### src/logic/lpm_params.svh
`ifndef LPM_PARAMS_SVH
`define LPM_PARAMS_SVH

// Clock and timing figures.
`define LPM_CLK_HZ        50000000
`define LPM_PUMP_HZ       850000
`define LPM_PUMP_HALF     (`LPM_CLK_HZ / (2 * `LPM_PUMP_HZ))
`define LPM_PUMP_GAP      2
`define LPM_DROP_SLOW_US  150000
`define LPM_DROP_FAST_US  2000
`define LPM_SOFT_US       125
`define LPM_US2CYC(us)    ((us) * (`LPM_CLK_HZ / 1000000))
`define LPM_SS_TOP        8'hFF

// Serial port.
`define LPM_I2C_ADDR      7'h1B
`define LPM_NBYTES        2'h3

// Bus register byte offsets and reset values.
`define LPM_REG_CTRL      8'h00
`define LPM_REG_STATUS    8'h04
`define LPM_REG_DAC       8'h08
`define LPM_CTRL_RST      1'h0

// Option byte fields.
`define LPM_C_AUX_MSB     1
`define LPM_C_FAST        2
`define LPM_C_GPO_MODE    3
`define LPM_C_GPO_LEVEL   4
`define LPM_C_FORCE_LSB   5
`define LPM_C_FORCE_MSB   6

// Pump switch vector bit positions.
`define LPM_SW_WEAK       0
`define LPM_SW_BYPASS     1
`define LPM_SW_SERIES     2
`define LPM_SW_STACK      3
`define LPM_SW_C1CHG      4
`define LPM_SW_C2CHG      5

// Synchroniser vector layout.
`define LPM_SY_SDA        0
`define LPM_SY_SCL        1
`define LPM_SY_FLS        2
`define LPM_SY_MAIN       3
`define LPM_SY_FLASH      9
`define LPM_SY_W          11
`define LPM_MAIN_MAX      6
`define LPM_FLASH_MAX     2

`endif

### src/logic/lpm_pkg.sv
`include "lpm_params.svh"

package lpm_pkg;

	typedef enum logic [1:0] {
		mode_unity  = 2'b00,
		mode_half   = 2'b01,
		mode_double = 2'b10
	} lpm_mode_e;

	typedef enum logic [2:0] {
		rx_idle     = 3'b000,
		rx_addr     = 3'b001,
		rx_ack_addr = 3'b010,
		rx_data     = 3'b011,
		rx_ack_data = 3'b100
	} lpm_rx_e;

	typedef struct packed {
		logic       scl_d;
		logic       sda_d;
		lpm_rx_e    st;
		logic [7:0] sh;
		logic [3:0] bits;
		logic [1:0] nbyte;
		logic [7:0] stg_a;
		logic [7:0] stg_b;
		logic [7:0] ha;
		logic [7:0] hb;
		logic [7:0] hc;
		logic       pend;
		logic       busy;
		logic       oe;
		logic       load;
	} lpm_rx_s;

	typedef struct packed {
		logic [`LPM_SY_W-1:0] sy1;
		logic [`LPM_SY_W-1:0] sy2;
		logic                 fls_d;
		lpm_mode_e            mode;
		logic [7:0]           dac_a;
		logic [7:0]           dac_b;
		logic [7:0]           dac_c;
		logic                 auto_off;
		logic [22:0]          drop_cnt;
		logic [12:0]          ss_cnt;
		logic [7:0]           ss_level;
		logic                 ss_act;
		logic [5:0]           pump_cnt;
		logic [1:0]           phase;
		logic [5:0]           sw;
		logic                 shdn;
		logic [7:0]           main_code;
		logic [5:0]           main_en;
		logic [3:0]           flash_code;
		logic [1:0]           flash_en;
		logic [1:0]           aux_code;
		logic                 aux_oe;
		logic                 ctrl_fast;
		logic                 pready;
		logic                 pslverr;
		logic [31:0]          prdata;
	} lpm_top_s;

endpackage

### src/logic/lpm_i2c_rx.sv
`timescale 1ns/100ps
`include "lpm_params.svh"

module lpm_i2c_rx (
	// Clock, reset, enable.
	input  wire logic       mclk,
	input  wire logic       resetn,
	input  wire logic       clk_en,
	// Synchronised bus lines.
	input  wire logic       scl,
	input  wire logic       sda,
	output logic            sda_oe,
	// Held bytes and load strobe.
	output logic            load,
	output logic [7:0]      data_a,
	output logic [7:0]      data_b,
	output logic [7:0]      data_c
);
	import lpm_pkg::*;

	lpm_rx_s r_q;
	lpm_rx_s r_d;
	logic    rise;
	logic    fall;
	logic    start;
	logic    stop;

	assign rise   = scl & ~r_q.scl_d;
	assign fall   = ~scl & r_q.scl_d;
	assign start  = scl & r_q.scl_d & r_q.sda_d & ~sda;
	assign stop   = scl & r_q.scl_d & ~r_q.sda_d & sda;
	assign sda_oe = r_q.oe;
	assign load   = r_q.load;
	assign data_a = r_q.ha;
	assign data_b = r_q.hb;
	assign data_c = r_q.hc;

	// Everything is sampled on mclk edges with no minimum bus rate, so any
	// slow or paused serial clock is tolerated.
	always_comb begin
		r_d = r_q;
		if (clk_en) begin
			r_d.load = 1'b0;
			r_d.scl_d = scl;
			r_d.sda_d = sda;
			if (start) begin
				r_d.st = rx_addr;
				r_d.bits = 4'h0;
				r_d.nbyte = 2'h0;
				r_d.oe = 1'b0;
			end else if (stop) begin
				r_d.st = rx_idle;
				r_d.oe = 1'b0;
				// A stop in the middle of a fresh data set ends the frame but does not load the held bytes.
				if (r_q.pend && !r_q.busy) begin
					r_d.load = 1'b1;
					r_d.pend = 1'b0;
				end
			end else begin
				if (rise && (r_q.st == rx_addr || r_q.st == rx_data)) begin
					r_d.sh = {r_q.sh[6:0], sda};
					r_d.bits = r_q.bits + 4'h1;
				end
				unique case (r_q.st)
					rx_idle: begin
					end
					rx_addr: begin
						if (fall && r_q.bits == 4'h8) begin
							r_d.bits = 4'h0;
							if (r_q.sh == {`LPM_I2C_ADDR, 1'b0}) begin
								r_d.st = rx_ack_addr;
								r_d.oe = 1'b1;
								r_d.busy = 1'b1;
							end else begin
								r_d.st = rx_idle;
							end
						end
					end
					rx_ack_addr: begin
						if (fall) begin
							r_d.oe = 1'b0;
							r_d.st = rx_data;
						end
					end
					rx_data: begin
						if (fall && r_q.bits == 4'h8) begin
							r_d.bits = 4'h0;
							r_d.oe = 1'b1;
							r_d.st = rx_ack_data;
							unique case (r_q.nbyte)
								2'h0: r_d.stg_a = r_q.sh;
								2'h1: r_d.stg_b = r_q.sh;
								default: begin
									r_d.ha = r_q.stg_a;
									r_d.hb = r_q.stg_b;
									r_d.hc = r_q.sh;
									r_d.pend = 1'b1;
									r_d.busy = 1'b0;
								end
							endcase
						end
					end
					rx_ack_data: begin
						if (fall) begin
							r_d.oe = 1'b0;
							r_d.nbyte = r_q.nbyte + 2'h1;
							if (r_q.nbyte + 2'h1 == `LPM_NBYTES) begin
								r_d.st = rx_idle;
							end else begin
								r_d.st = rx_data;
							end
						end
					end
					default: r_d.st = rx_idle;
				endcase
			end
		end
	end

	always_ff @(posedge mclk or negedge resetn) begin
		if (!resetn) begin
			r_q <= '0;
		end else begin
			r_q <= r_d;
		end
	end
endmodule

### src/logic/lpm_ctrl.sv
// Register access over APB and the register addresses were chosen for this implementation.
`timescale 1ns/100ps
`include "lpm_params.svh"


module lpm_ctrl #(
	parameter bit TWO_FLASH     = 1'b0,
	parameter int DROP_SLOW_CYC = `LPM_US2CYC(`LPM_DROP_SLOW_US),
	parameter int DROP_FAST_CYC = `LPM_US2CYC(`LPM_DROP_FAST_US),
	parameter int SOFT_CYC      = `LPM_US2CYC(`LPM_SOFT_US)
) (
	// Clock, undervoltage lockout reset, enable.
	input  wire logic                  mclk,
	input  wire logic                  resetn,
	input  wire logic                  clk_en,
	// APB slave.
	input  wire logic                  psel,
	input  wire logic                  penable,
	input  wire logic                  pwrite,
	input  wire logic [7:0]            paddr,
	input  wire logic [31:0]           pwdata,
	output logic [31:0]                prdata,
	output logic                       pready,
	output logic                       pslverr,
	// Serial port pins.
	input  wire logic                  scl_in,
	input  wire logic                  sda_in,
	output logic                       sda_out,
	output logic                       sda_oe,
	// Flash select and dropout sense.
	input  wire logic                  flash_level_select,
	input  wire logic [5:0]            dropout_main,
	input  wire logic [1:0]            dropout_flash,
	// Charge pump control.
	output lpm_pkg::lpm_mode_e         pump_mode,
	output logic [1:0]                 pump_phase,
	output logic [5:0]                 pump_switch,
	output logic [7:0]                 soft_start_level,
	output logic                       shutdown,
	// Current source codes.
	output logic [7:0]                 main_code,
	output logic [5:0]                 main_en,
	output logic [3:0]                 flash_code,
	output logic [1:0]                 flash_en,
	output logic [1:0]                 aux_code,
	output logic                       aux_gpo_out,
	output logic                       aux_gpo_oe
);
	import lpm_pkg::*;

	localparam int MAIN_N  = TWO_FLASH ? 5 : `LPM_MAIN_MAX;
	localparam int FLASH_N = TWO_FLASH ? 2 : 1;
	localparam logic [12:0] SS_STEP = 13'(SOFT_CYC / 255);
	localparam logic [5:0] PH_HALF = 6'(`LPM_PUMP_HALF);
	localparam logic [5:0] PH_GAP = 6'(`LPM_PUMP_GAP);

	lpm_top_s   r_q;
	lpm_top_s   r_d;
	logic       rx_load;
	logic       rx_oe;
	logic [7:0] rx_a;
	logic [7:0] rx_b;
	logic [7:0] rx_c;
	logic [5:0] main_qual;
	logic [1:0] flash_qual;

	// Address decode shared by read and write paths.
	function automatic logic [1:0] reg_index(input logic [7:0] a);
		unique case (a)
			`LPM_REG_CTRL:   reg_index = 2'h1;
			`LPM_REG_STATUS: reg_index = 2'h2;
			`LPM_REG_DAC:    reg_index = 2'h3;
			default:         reg_index = 2'h0;
		endcase
	endfunction

	lpm_i2c_rx u_rx (
		.mclk   (mclk),
		.resetn (resetn),
		.clk_en (clk_en),
		.scl    (r_q.sy2[`LPM_SY_SCL]),
		.sda    (r_q.sy2[`LPM_SY_SDA]),
		.sda_oe (rx_oe),
		.load   (rx_load),
		.data_a (rx_a),
		.data_b (rx_b),
		.data_c (rx_c)
	);

	// The indicator has no sense input at all, so it cannot move the mode.
	generate
		for (genvar i = 0; i < `LPM_MAIN_MAX; i++) begin : g_main
			assign main_qual[i] = (i < MAIN_N) && (r_q.dac_a != 8'h00)
				&& r_q.sy2[`LPM_SY_MAIN + i];
		end
		for (genvar j = 0; j < `LPM_FLASH_MAX; j++) begin : g_flash
			assign flash_qual[j] = (j < FLASH_N) && (r_q.dac_b != 8'h00)
				&& r_q.sy2[`LPM_SY_FLASH + j];
		end
	endgenerate

	always_comb begin
		logic        fls;
		logic        fast;
		logic        hit_w;
		logic [1:0]  idx;
		logic [22:0] lim;
		logic [1:0]  force_m;
		logic        go_boost;
		fls = r_q.sy2[`LPM_SY_FLS];
		fast = 1'b0;
		hit_w = 1'b0;
		idx = reg_index(paddr);
		lim = 23'h000000;
		force_m = 2'h0;
		go_boost = 1'b0;
		r_d = r_q;
		if (clk_en) begin
			r_d.sy1 = {dropout_flash, dropout_main, flash_level_select,
				scl_in, sda_in};
			r_d.sy2 = r_q.sy1;
			r_d.fls_d = fls;

			// Register bus: answer one cycle into the access phase.
			if (psel && penable && !r_q.pready) begin
				r_d.pready = 1'b1;
				r_d.pslverr = (idx == 2'h0);
				unique case (idx)
					2'h1: r_d.prdata = {31'h0, r_q.ctrl_fast};
					2'h2: r_d.prdata = {26'h0, r_q.auto_off, fls,
						r_q.ss_act, r_q.shdn, r_q.mode};
					2'h3: r_d.prdata = {8'h00, r_q.dac_c, r_q.dac_b,
						r_q.dac_a};
					default: r_d.prdata = 32'h0;
				endcase
			end else begin
				r_d.pready = 1'b0;
				r_d.pslverr = 1'b0;
			end
			hit_w = psel && penable && r_q.pready && pwrite;
			if (hit_w && idx == 2'h1) begin
				r_d.ctrl_fast = pwdata[0];
			end

			fast = r_q.ctrl_fast || r_q.dac_c[`LPM_C_FAST] || fls;
			lim = fast ? 23'(DROP_FAST_CYC - 1)
				: 23'(DROP_SLOW_CYC - 1);
			force_m = r_q.dac_c[`LPM_C_FORCE_MSB:`LPM_C_FORCE_LSB];

			if (rx_load) begin
				r_d.dac_a = rx_a;
				r_d.dac_b = rx_b;
				r_d.dac_c = rx_c;
				r_d.drop_cnt = 23'h0;
				r_d.auto_off = 1'b0;
				r_d.mode = mode_unity;
				force_m = rx_c[`LPM_C_FORCE_MSB:`LPM_C_FORCE_LSB];
				if (force_m == 2'h1 || force_m == 2'h2) begin
					r_d.mode = lpm_mode_e'(force_m);
					r_d.auto_off = 1'b1;
					go_boost = 1'b1;
				end
			end else if (r_q.auto_off || r_q.shdn) begin
				r_d.drop_cnt = 23'h0;
			end else if (r_q.fls_d && !fls) begin
				r_d.mode = mode_unity;
				r_d.drop_cnt = 23'h0;
			end else if ((|main_qual) || (|flash_qual)) begin
				if (r_q.drop_cnt >= lim) begin
					r_d.drop_cnt = 23'h0;
					unique case (r_q.mode)
						mode_unity: begin
							r_d.mode = mode_half;
							go_boost = 1'b1;
						end
						mode_half: begin
							r_d.mode = mode_double;
							go_boost = 1'b1;
						end
						mode_double: r_d.mode = mode_double;
						default: r_d.mode = mode_unity;
					endcase
				end else begin
					r_d.drop_cnt = r_q.drop_cnt + 23'h1;
				end
			end else begin
				r_d.drop_cnt = 23'h0;
			end

			// Any all-zero set of codes shuts the pump down.
			r_d.shdn = (r_d.dac_a == 8'h00) && (r_d.dac_b == 8'h00)
				&& (r_d.dac_c[`LPM_C_AUX_MSB:0] == 2'h0);
			if (r_d.shdn) begin
				r_d.mode = mode_unity;
			end

			// Linear ramp of available pump current on boost entry.
			if (go_boost) begin
				r_d.ss_act = 1'b1;
				r_d.ss_level = 8'h00;
				r_d.ss_cnt = 13'h0;
			end else if (r_q.ss_act) begin
				if (r_q.ss_cnt >= SS_STEP - 13'h1) begin
					r_d.ss_cnt = 13'h0;
					r_d.ss_level = r_q.ss_level + 8'h01;
					r_d.ss_act = (r_q.ss_level + 8'h01) != `LPM_SS_TOP;
				end else begin
					r_d.ss_cnt = r_q.ss_cnt + 13'h1;
				end
			end
			if (r_d.mode == mode_unity) begin
				r_d.ss_act = 1'b0;
				r_d.ss_level = `LPM_SS_TOP;
			end

			// Two-phase clock, held off in unity mode, with a dead band after each
			// phase so the switches never conduct together.
			if (r_q.pump_cnt >= (PH_HALF << 1) - 6'h1) begin
				r_d.pump_cnt = 6'h0;
			end else begin
				r_d.pump_cnt = r_q.pump_cnt + 6'h1;
			end
			r_d.phase = 2'b00;
			if (r_d.mode != mode_unity) begin
				r_d.phase[0] = r_q.pump_cnt < PH_HALF - PH_GAP;
				r_d.phase[1] = (r_q.pump_cnt >= PH_HALF)
					&& (r_q.pump_cnt < (PH_HALF << 1) - PH_GAP);
			end
			r_d.sw = 6'h00;
			if (r_d.shdn) begin
				r_d.sw[`LPM_SW_WEAK] = 1'b1;
			end else begin
				unique case (r_d.mode)
					mode_unity: r_d.sw[`LPM_SW_BYPASS] = 1'b1;
					mode_half: begin
						r_d.sw[`LPM_SW_SERIES] = r_d.phase[0];
						r_d.sw[`LPM_SW_STACK] = r_d.phase[1];
					end
					mode_double: begin
						r_d.sw[`LPM_SW_C1CHG] = r_d.phase[0];
						r_d.sw[`LPM_SW_C2CHG] = r_d.phase[1];
					end
					default: r_d.sw = 6'h00;
				endcase
			end

			// Current source codes; a zero word turns the group off.
			r_d.main_code = r_q.dac_a;
			r_d.main_en = (r_q.dac_a != 8'h00)
				? 6'(({`LPM_MAIN_MAX{1'b1}}) >> (`LPM_MAIN_MAX - MAIN_N))
				: 6'h00;
			r_d.flash_code = fls ? r_q.dac_b[7:4]
				: r_q.dac_b[3:0];
			r_d.flash_en = (r_d.flash_code != 4'h0)
				? 2'(({`LPM_FLASH_MAX{1'b1}}) >> (`LPM_FLASH_MAX - FLASH_N))
				: 2'h0;
			if (r_q.dac_c[`LPM_C_GPO_MODE]) begin
				r_d.aux_code = 2'h0;
				r_d.aux_oe = !r_q.dac_c[`LPM_C_GPO_LEVEL];
			end else begin
				r_d.aux_code = r_q.dac_c[`LPM_C_AUX_MSB:0];
				r_d.aux_oe = 1'b0;
			end
		end
	end

	// Lockout holds everything at zero, which is also unity mode.
	always_ff @(posedge mclk or negedge resetn) begin
		if (!resetn) begin
			r_q <= '0;
		end else begin
			r_q <= r_d;
		end
	end

	assign prdata           = r_q.prdata;
	assign pready           = r_q.pready;
	assign pslverr          = r_q.pslverr;
	assign sda_out          = 1'b0;
	assign sda_oe           = rx_oe;
	assign pump_mode        = r_q.mode;
	assign pump_phase       = r_q.phase;
	assign pump_switch      = r_q.sw;
	assign soft_start_level = r_q.ss_level;
	assign shutdown         = r_q.shdn;
	assign main_code        = r_q.main_code;
	assign main_en          = r_q.main_en;
	assign flash_code       = r_q.flash_code;
	assign flash_en         = r_q.flash_en;
	assign aux_code         = r_q.aux_code;
	assign aux_gpo_out      = 1'b0;
	assign aux_gpo_oe       = r_q.aux_oe;
endmodule

### config.mk
export PLATFORM = sky130hd
export DESIGN_NAME = lpm_ctrl
export DESIGN_NICKNAME = d
export VERILOG_FILES = /design/src/logic/lpm_pkg.sv /design/src/logic/lpm_i2c_rx.sv /design/src/logic/lpm_ctrl.sv
export VERILOG_INCLUDE_DIRS = /design/src /design/src/logic
export SDC_FILE = /design/constraint.sdc
export NUM_CORES = 1
export LEC_CHECK = 0
export ABC_CLOCK_PERIOD_IN_PS = 4100
export BUFFER_PORTS_ARGS = -buffer_cell sky130_fd_sc_hd__buf_2
export CAP_MARGIN = 5
export CORE_ASPECT_RATIO = 0.6
export CORE_UTILIZATION = 35
export DETAILED_ROUTE_END_ITERATION = 7
export PLACE_DENSITY = 0.61
export SYNTH_ARGS = -nofsm -noshare
export SYNTH_HDL_FRONTEND = slang
export SYNTH_SLANG_ARGS = --single-unit
export TNS_END_PERCENT = 5
### constraint.sdc
create_clock -name mclk -period 4.1 [get_ports mclk]
set_clock_uncertainty 0.05 [all_clocks]
set_input_delay 0.82 -clock mclk [delete_from_list [all_inputs] [get_ports mclk]]
set_output_delay 0.82 -clock mclk [all_outputs]
set_load 0.02 [all_outputs]
After elaboration in Yosys (flattened, before gate mapping)
Cells that the tools add are included.
- bits in registers: 229
- latch bits: 0
- bits in writable memories: 0
- ROM bits: 0
- input port bits: 57
- output and inout port bits: 79
- memories: 0
- $add $sub $neg: 6
- $mul: 0
- div/mod/pow operators: 0
- $lt $le $gt $ge: 6
- eq/ne operators: 35
- shift-type cells: 0
- multiplexer cells: 77
- bitwise operators: 14
- reductions and logical operators: 72
- operator list (kind ; count):
    23-bit two-way mux ; 6
    24-bit case mux with 3 select lines ; 1
    25-bit two-way mux ; 2
    46-bit two-way mux ; 1
    22-bit two-way mux ; 2
    43-bit two-way mux ; 1
    41-bit two-way mux ; 1
    2-bit two-way mux ; 18
    6-bit AND reduction ; 6
    26-bit two-way mux ; 1
    8-bit logical NOT ; 3
    23-bit by 1-bit adder with 23-bit output (second input constant) ; 1
    23-bit greater-or-equal comparator ; 1
    3-bit two-way mux ; 7
    1-bit logical AND ; 19
    1-bit two-way mux ; 19
    6-bit two-way mux ; 3
    9-bit two-way mux ; 2
    4-bit two-way mux ; 4
    8-bit two-way mux ; 2
    8-bit nonzero test ; 2
    3-bit case mux with 5 select lines ; 1
    2-bit nonzero test ; 7
    13-bit by 1-bit adder with 13-bit output (second input constant) ; 1
    other kinds (45) ; 99

Logic depth before layout (Yosys ltp)
- word-level depth: 15
- gate-level depth with buffers: 12

Modules after synthesis
From an unflattened synthesis, not the netlist that was laid out.
- cells, all modules: 981
- area, all modules: 10890.4 um^2
- modules (own cells, without submodules) (module ; instances ; cells each ; area an instance (um^2)):
    lpm_ctrl ; 1 ; 738 ; 7773.7
    lpm_i2c_rx ; 1 ; 243 ; 3116.7

Worst setup path before layout
OpenSTA, ideal clock, no wires.
- kind: reg2reg
- from: reg r_q[148] (netlist bit)
- to: reg r_q, in the netlist pump_switch[1]
- setup time: 96 ps
- arrival time: 3158 ps
- data required time: 3954 ps
- path slack: 797 ps
- cell stages (with the launch flop): 12
- buffers on the path: 2
- period minus slack after synthesis: 3303 ps
- cells stage by stage: dfrtp_1 clkbuf_1 or3_1 ha_1 or4_1 a221o_1 a32oi_2 and3b_2 o211ai_4 a21o_1 buf_6 o32ai_2
- word-level cells in the longest chain between the ends: 13
- elaborated cells between the ends (all ways): 15
- classes of those cells: order compare: 1; mux: 10; reduce/logical: 4
- ends and longest elaborated chain (item ; RTL line ; text):
    start, declared ; lpm_ctrl.sv:57 ; lpm_top_s r_q;
    start signal, assigned ; lpm_ctrl.sv:272 ; r_q <= r_d;
    1-bit logical OR ; lpm_ctrl.sv:145 ; fast = r_q.ctrl_fast || r_q.dac_c[`LPM_C_FAST] || fls;
    23-bit two-way mux ; lpm_ctrl.sv:146 ; lim = fast ? 23'(DROP_FAST_CYC - 1)
    23-bit greater-or-equal comparator ; lpm_ctrl.sv:169 ; if (r_q.drop_cnt >= lim) begin
    2-bit two-way mux ; lpm_ctrl.sv:169 ;
    2-bit two-way mux ; lpm_ctrl.sv:168 ; end else if ((|main_qual) || (|flash_qual)) begin
    2-bit two-way mux (*) ; lpm_ctrl.sv:165 ; end else if (r_q.fls_d && !fls) begin
    2-bit two-way mux (*) ; lpm_ctrl.sv:163 ; end else if (r_q.auto_off || r_q.shdn) begin
    2-bit two-way mux (*) ; lpm_ctrl.sv:150 ; if (rx_load) begin
    2-bit two-way mux (*) ; lpm_ctrl.sv:193 ; if (r_d.shdn) begin
    2-bit two-way mux (*) ; lpm_ctrl.sv:118 ; if (clk_en) begin
    2-bit logical NOT (*) ; lpm_ctrl.sv:233 ; unique case (r_d.mode)
    1-bit two-way mux (*) ; lpm_ctrl.sv:233 ;
    5-bit two-way mux (*) ; lpm_ctrl.sv:230 ; if (r_d.shdn) begin
Every way passes the cells marked *; elsewhere a longest branch is shown, timed or not. The select of a mux whose other input is x is not followed.
A chain may end at the register's enable or synchronous reset.

Final worst setup path
- from: reg r_q[34] (netlist bit)
- to: reg r_q, in the netlist pump_mode[0]
- word-level cells in the longest chain between the ends: 11
- ends and longest elaborated chain (item ; RTL line):
    1-bit logical OR (2 in series) ; lpm_ctrl.sv:145
    23-bit two-way mux ; lpm_ctrl.sv:146
    23-bit greater-or-equal comparator ; lpm_ctrl.sv:169
    2-bit two-way mux ; lpm_ctrl.sv:169
    2-bit two-way mux ; lpm_ctrl.sv:168
    2-bit two-way mux ; lpm_ctrl.sv:165
    2-bit two-way mux ; lpm_ctrl.sv:163
    2-bit two-way mux ; lpm_ctrl.sv:150
    2-bit two-way mux ; lpm_ctrl.sv:193
    2-bit two-way mux ; lpm_ctrl.sv:118
Every way passes these cells. The select of a mux whose other input is x is not followed.

==> run_results.csv <==
group,metric,value,unit
status,status,"completed",
cells_and_area,nets,1083,
setup_path,crit_path_end_kind,"register",
setup_path,regToRegEndpoint,"pump_mode[0]",
clock_tree,cts_buffers,21,
sta,max_slew_margin,46.17,%
sta,setup_viol,0,
synthesis,synth-edff-count,0,
setup_path,critPathMaxStageDelay,0.60,ns
route,vias_per_cell,5.267,
cells_and_area,drive_gt1_share,25.57,%
clock_tree,root_buffer,"clkbuf_16",
sta,period_needed,3.838,ns
power,vdd_drop_max,0.2827,mV
global_routing,antenna_found_initial,0,
sta,hold_viol_final,0,
global_routing,grt_pass1_vias,7046,
synthesis,ys_seq_elements,214,
power,p_leak,5.667,nW
clock_tree,cts_tree,"built",
setup_path,r2r_start,"r_q[34]",
clock_tree,cts_setup_buffers,0,
clock_tree,cts_buffer_depth,3,
clock_tree,cts_hold_buffers,0,
route,dr.pass1.iters,5,
synthesis,synthCells,974,
power,powerDensity,418.5,mW/mm2
cells_and_area,syn2layout_area_growth,10.63,%
route,drtAntennaViolNets,0,
floorplanning,dieArea,0.03104,mm2
global_routing,grt_use_total,16.93,%
cells_and_area,post-route-util,40.13,%
synthesis,synth-seq-area-share,50.48,%
sta,slew_viol_final,0,
clock_tree,clk_latency,0.52,ns
sta,fmax,260.5,MHz
floorplanning,die_y,136.9,um
power,p_total,4.911,mW
synthesis,yosys_warnings,0,
setup_path,arrival,4.19,ns
setup_path,cp-start-kind,"register",
placement,gp_congestion,0.8518,
sta,tightestPinTransition,0.8074,ns
synthesis,synth_ff_type,"dfrtp_1",
sta,min_period_over_period,93.61,%
sta,fin_setup_tns,0,ns
setup_path,slowest_stage,"or3_1",
route,drcViolationCount,0,
route,dr.first_iter.drc_count,730,
route,vias,7442,
placement,hpwlAfterDp,18.00,mm
placement,port_buffers,92,
synthesis,synth_cell_types,68,
synthesis,synth_async_sr_flop_share,100.0,%
cells_and_area,diodes,0,
setup_path,rrSetupSlack,0.26,ns
floorplanning,die_w,226.8,um
clock_tree,clkTransAtPathRegs,0.07,ns
cells_and_area,fin_cells,1413,
setup_path,cp_cell_sequence,"or3_1 -> ha_1 -> nand4_1 -> nor4_1 -> nand4b_1 -> and3b_2 -> o2111ai_1 -> nand3_2 -> mux2_2",
route,wl_per_cell,18.02,um
placement,placedCellCount,1375,
clock_tree,numClockSinks,214,
sta,rsz0062_at_grt,"no",
setup_path,critPathKind,"register to register",
global_routing,grt.overflow.total,0,
global_routing,grt_pass1_wl,40.81,mm
synthesis,netlist_area,0.01061,mm2
clock_tree,cts_resized,0,
floorplanning,floorplan.initialDensity,36.27,%
clock_tree,htree_levels,1,
setup_path,required,4.46,ns
route,routed_wl,25.47,mm
floorplanning,num_io_pins,136,
floorplanning,core,0.02925,mm2
run,max_cap_violations,0,
setup_path,cp_max_fo,17,
synthesis,synth_area_per_cell,10.89,um2
min_path,min-delay-path-class,"input port to async pin",
global_routing,grt_start_max_net_pins,94,
floorplanning,row_count,48,
setup_path,reg2reg_depth,9,
-- routing by layer --
| metal | global-route usage (%) | part of all wire (%) | vias to the layer above |
|---|---|---|---|
| met4 | 2.815 | 1.4 | 0 |
| met2 | 21.07 | 36 | 227 |
| li1 | - | - | 3482 |
| met5 | 0 | 0 | - |
| met1 | 28.81 | 56 | 3709 |
| met3 | 3.456 | 6.7 | 24 |
-- layout make-up --
cell class	count	area, um2
fillers	2851	17510
flip-flops and latches	214	5355
multi-input cells	619	4428
repair buffers	106	588.1
clock buffers	26	574.3
well taps	400	500.5
clock inverters	12	155.1
inverters	36	135.1
-- flip-flops by register name, indices dropped and copies added, names as in the netlist --
signal and count:
pump_mode 2, pready 1, u_rx.data_c 8, r_q 90, aux_code 2, pump_switch 6, prdata 24, flash_code 4
soft_start_level 8, u_rx.data_a 8, flash_en 1, pslverr 1, u_rx.load 1, main_en 1, aux_gpo_oe 1, u_rx.r_q 37
pump_phase 2, u_rx.sda_oe 1, u_rx.data_b 8, main_code 8
-- critical path: cells and delay by family (launching register included) --
kind                     cells  cell delay (ns)
AO/OA/AOI/OAI                1             0.22
adder cells (fa/ha/maj)      1             0.42
multiplexers                 1             0.41
flip-flops                   1             0.39
AND/OR/NAND/NOR              6             2.21
-- through the flow --
| stage | setup slack, ns | hold slack (ns) | area [um2] |
|---|---|---|---|
| final | 0.2618 | 0.2487 | 11740 |
| after global routing | 0.07840 | 0.3037 | 11740 |
| after CTS | 0.3743 | 0.2932 | 11740 |
| after detailed placement | 0.4054 | 0.4139 | 11010 |
| after global placement | 0.4726 | 0.4098 | 11010 |
| after floorplan | 0.7966 | 0.4006 | 10650 |
-- cells in the final DEF (no fill, tap or decap), types with 13 or more instances in the layout --
cell         n
buf_2       91
a21oi_1     25
clkbuf_16   21
mux2_2     101
nand3_1     31
o21ai_0     61
a22o_1      25
buf_4       13
nor3_1      22
dfrtp_1    214
nand2_1     62
ha_1        28
inv_1       36
nor4_1      17
nor2_1      56
-- report_power, final --
group	switching [mW]	internal (mW)
Sequential	0.145	2.22
Combinational	0.293	0.200
Clock	0.861	1.20
-- kinds of logic (layout without fill, tap and decap cells) --
logic type	count (synthesis)	after routing	synth area share (%)
AO/OA/AOI/OAI	196	196	13.04
XOR/XNOR	7	7	0.5779
adder cells (fa/ha/maj)	28	28	3.302
buffers and inverters	151	180	8.138
flip-flops	214	214	50.48
multiplexers	109	109	11.48
other	1	11	0.03535
AND/OR/NAND/NOR	268	268	12.95
-- worst max path at each step --
stage / from / end / slack (ns) / cells after the start
2_1_floorplan: r_q[148] / pump_switch[1] / 0.80 / 11
3_3_place_gp: r_q[34] / pump_phase[1] / 0.47 / 9
3_5_place_dp: r_q[34] / pump_mode[0] / 0.41 / 9
4_1_cts: r_q[34] / pump_mode[0] / 0.37 / 9
5_1_grt: r_q[34] / pump_phase[0] / 0.08 / 9
6_report: r_q[34] / pump_mode[0] / 0.26 / 9
-- cell usage after synthesis (25+ instances only) --
master    instances  area (um2)
dfrtp_1         214        5355
mux2_2          101        1137
buf_4            75       563.0
nand2_1          62       232.7
o21ai_0          61       305.3
nor2_1           56       210.2
inv_1            36       135.1
nand3_1          31       155.2
ha_1             28       350.3
a21oi_1          25       125.1
a22o_1           25       219.0
clkbuf_1         25       93.84
Power figures use the tool's default switching activity.
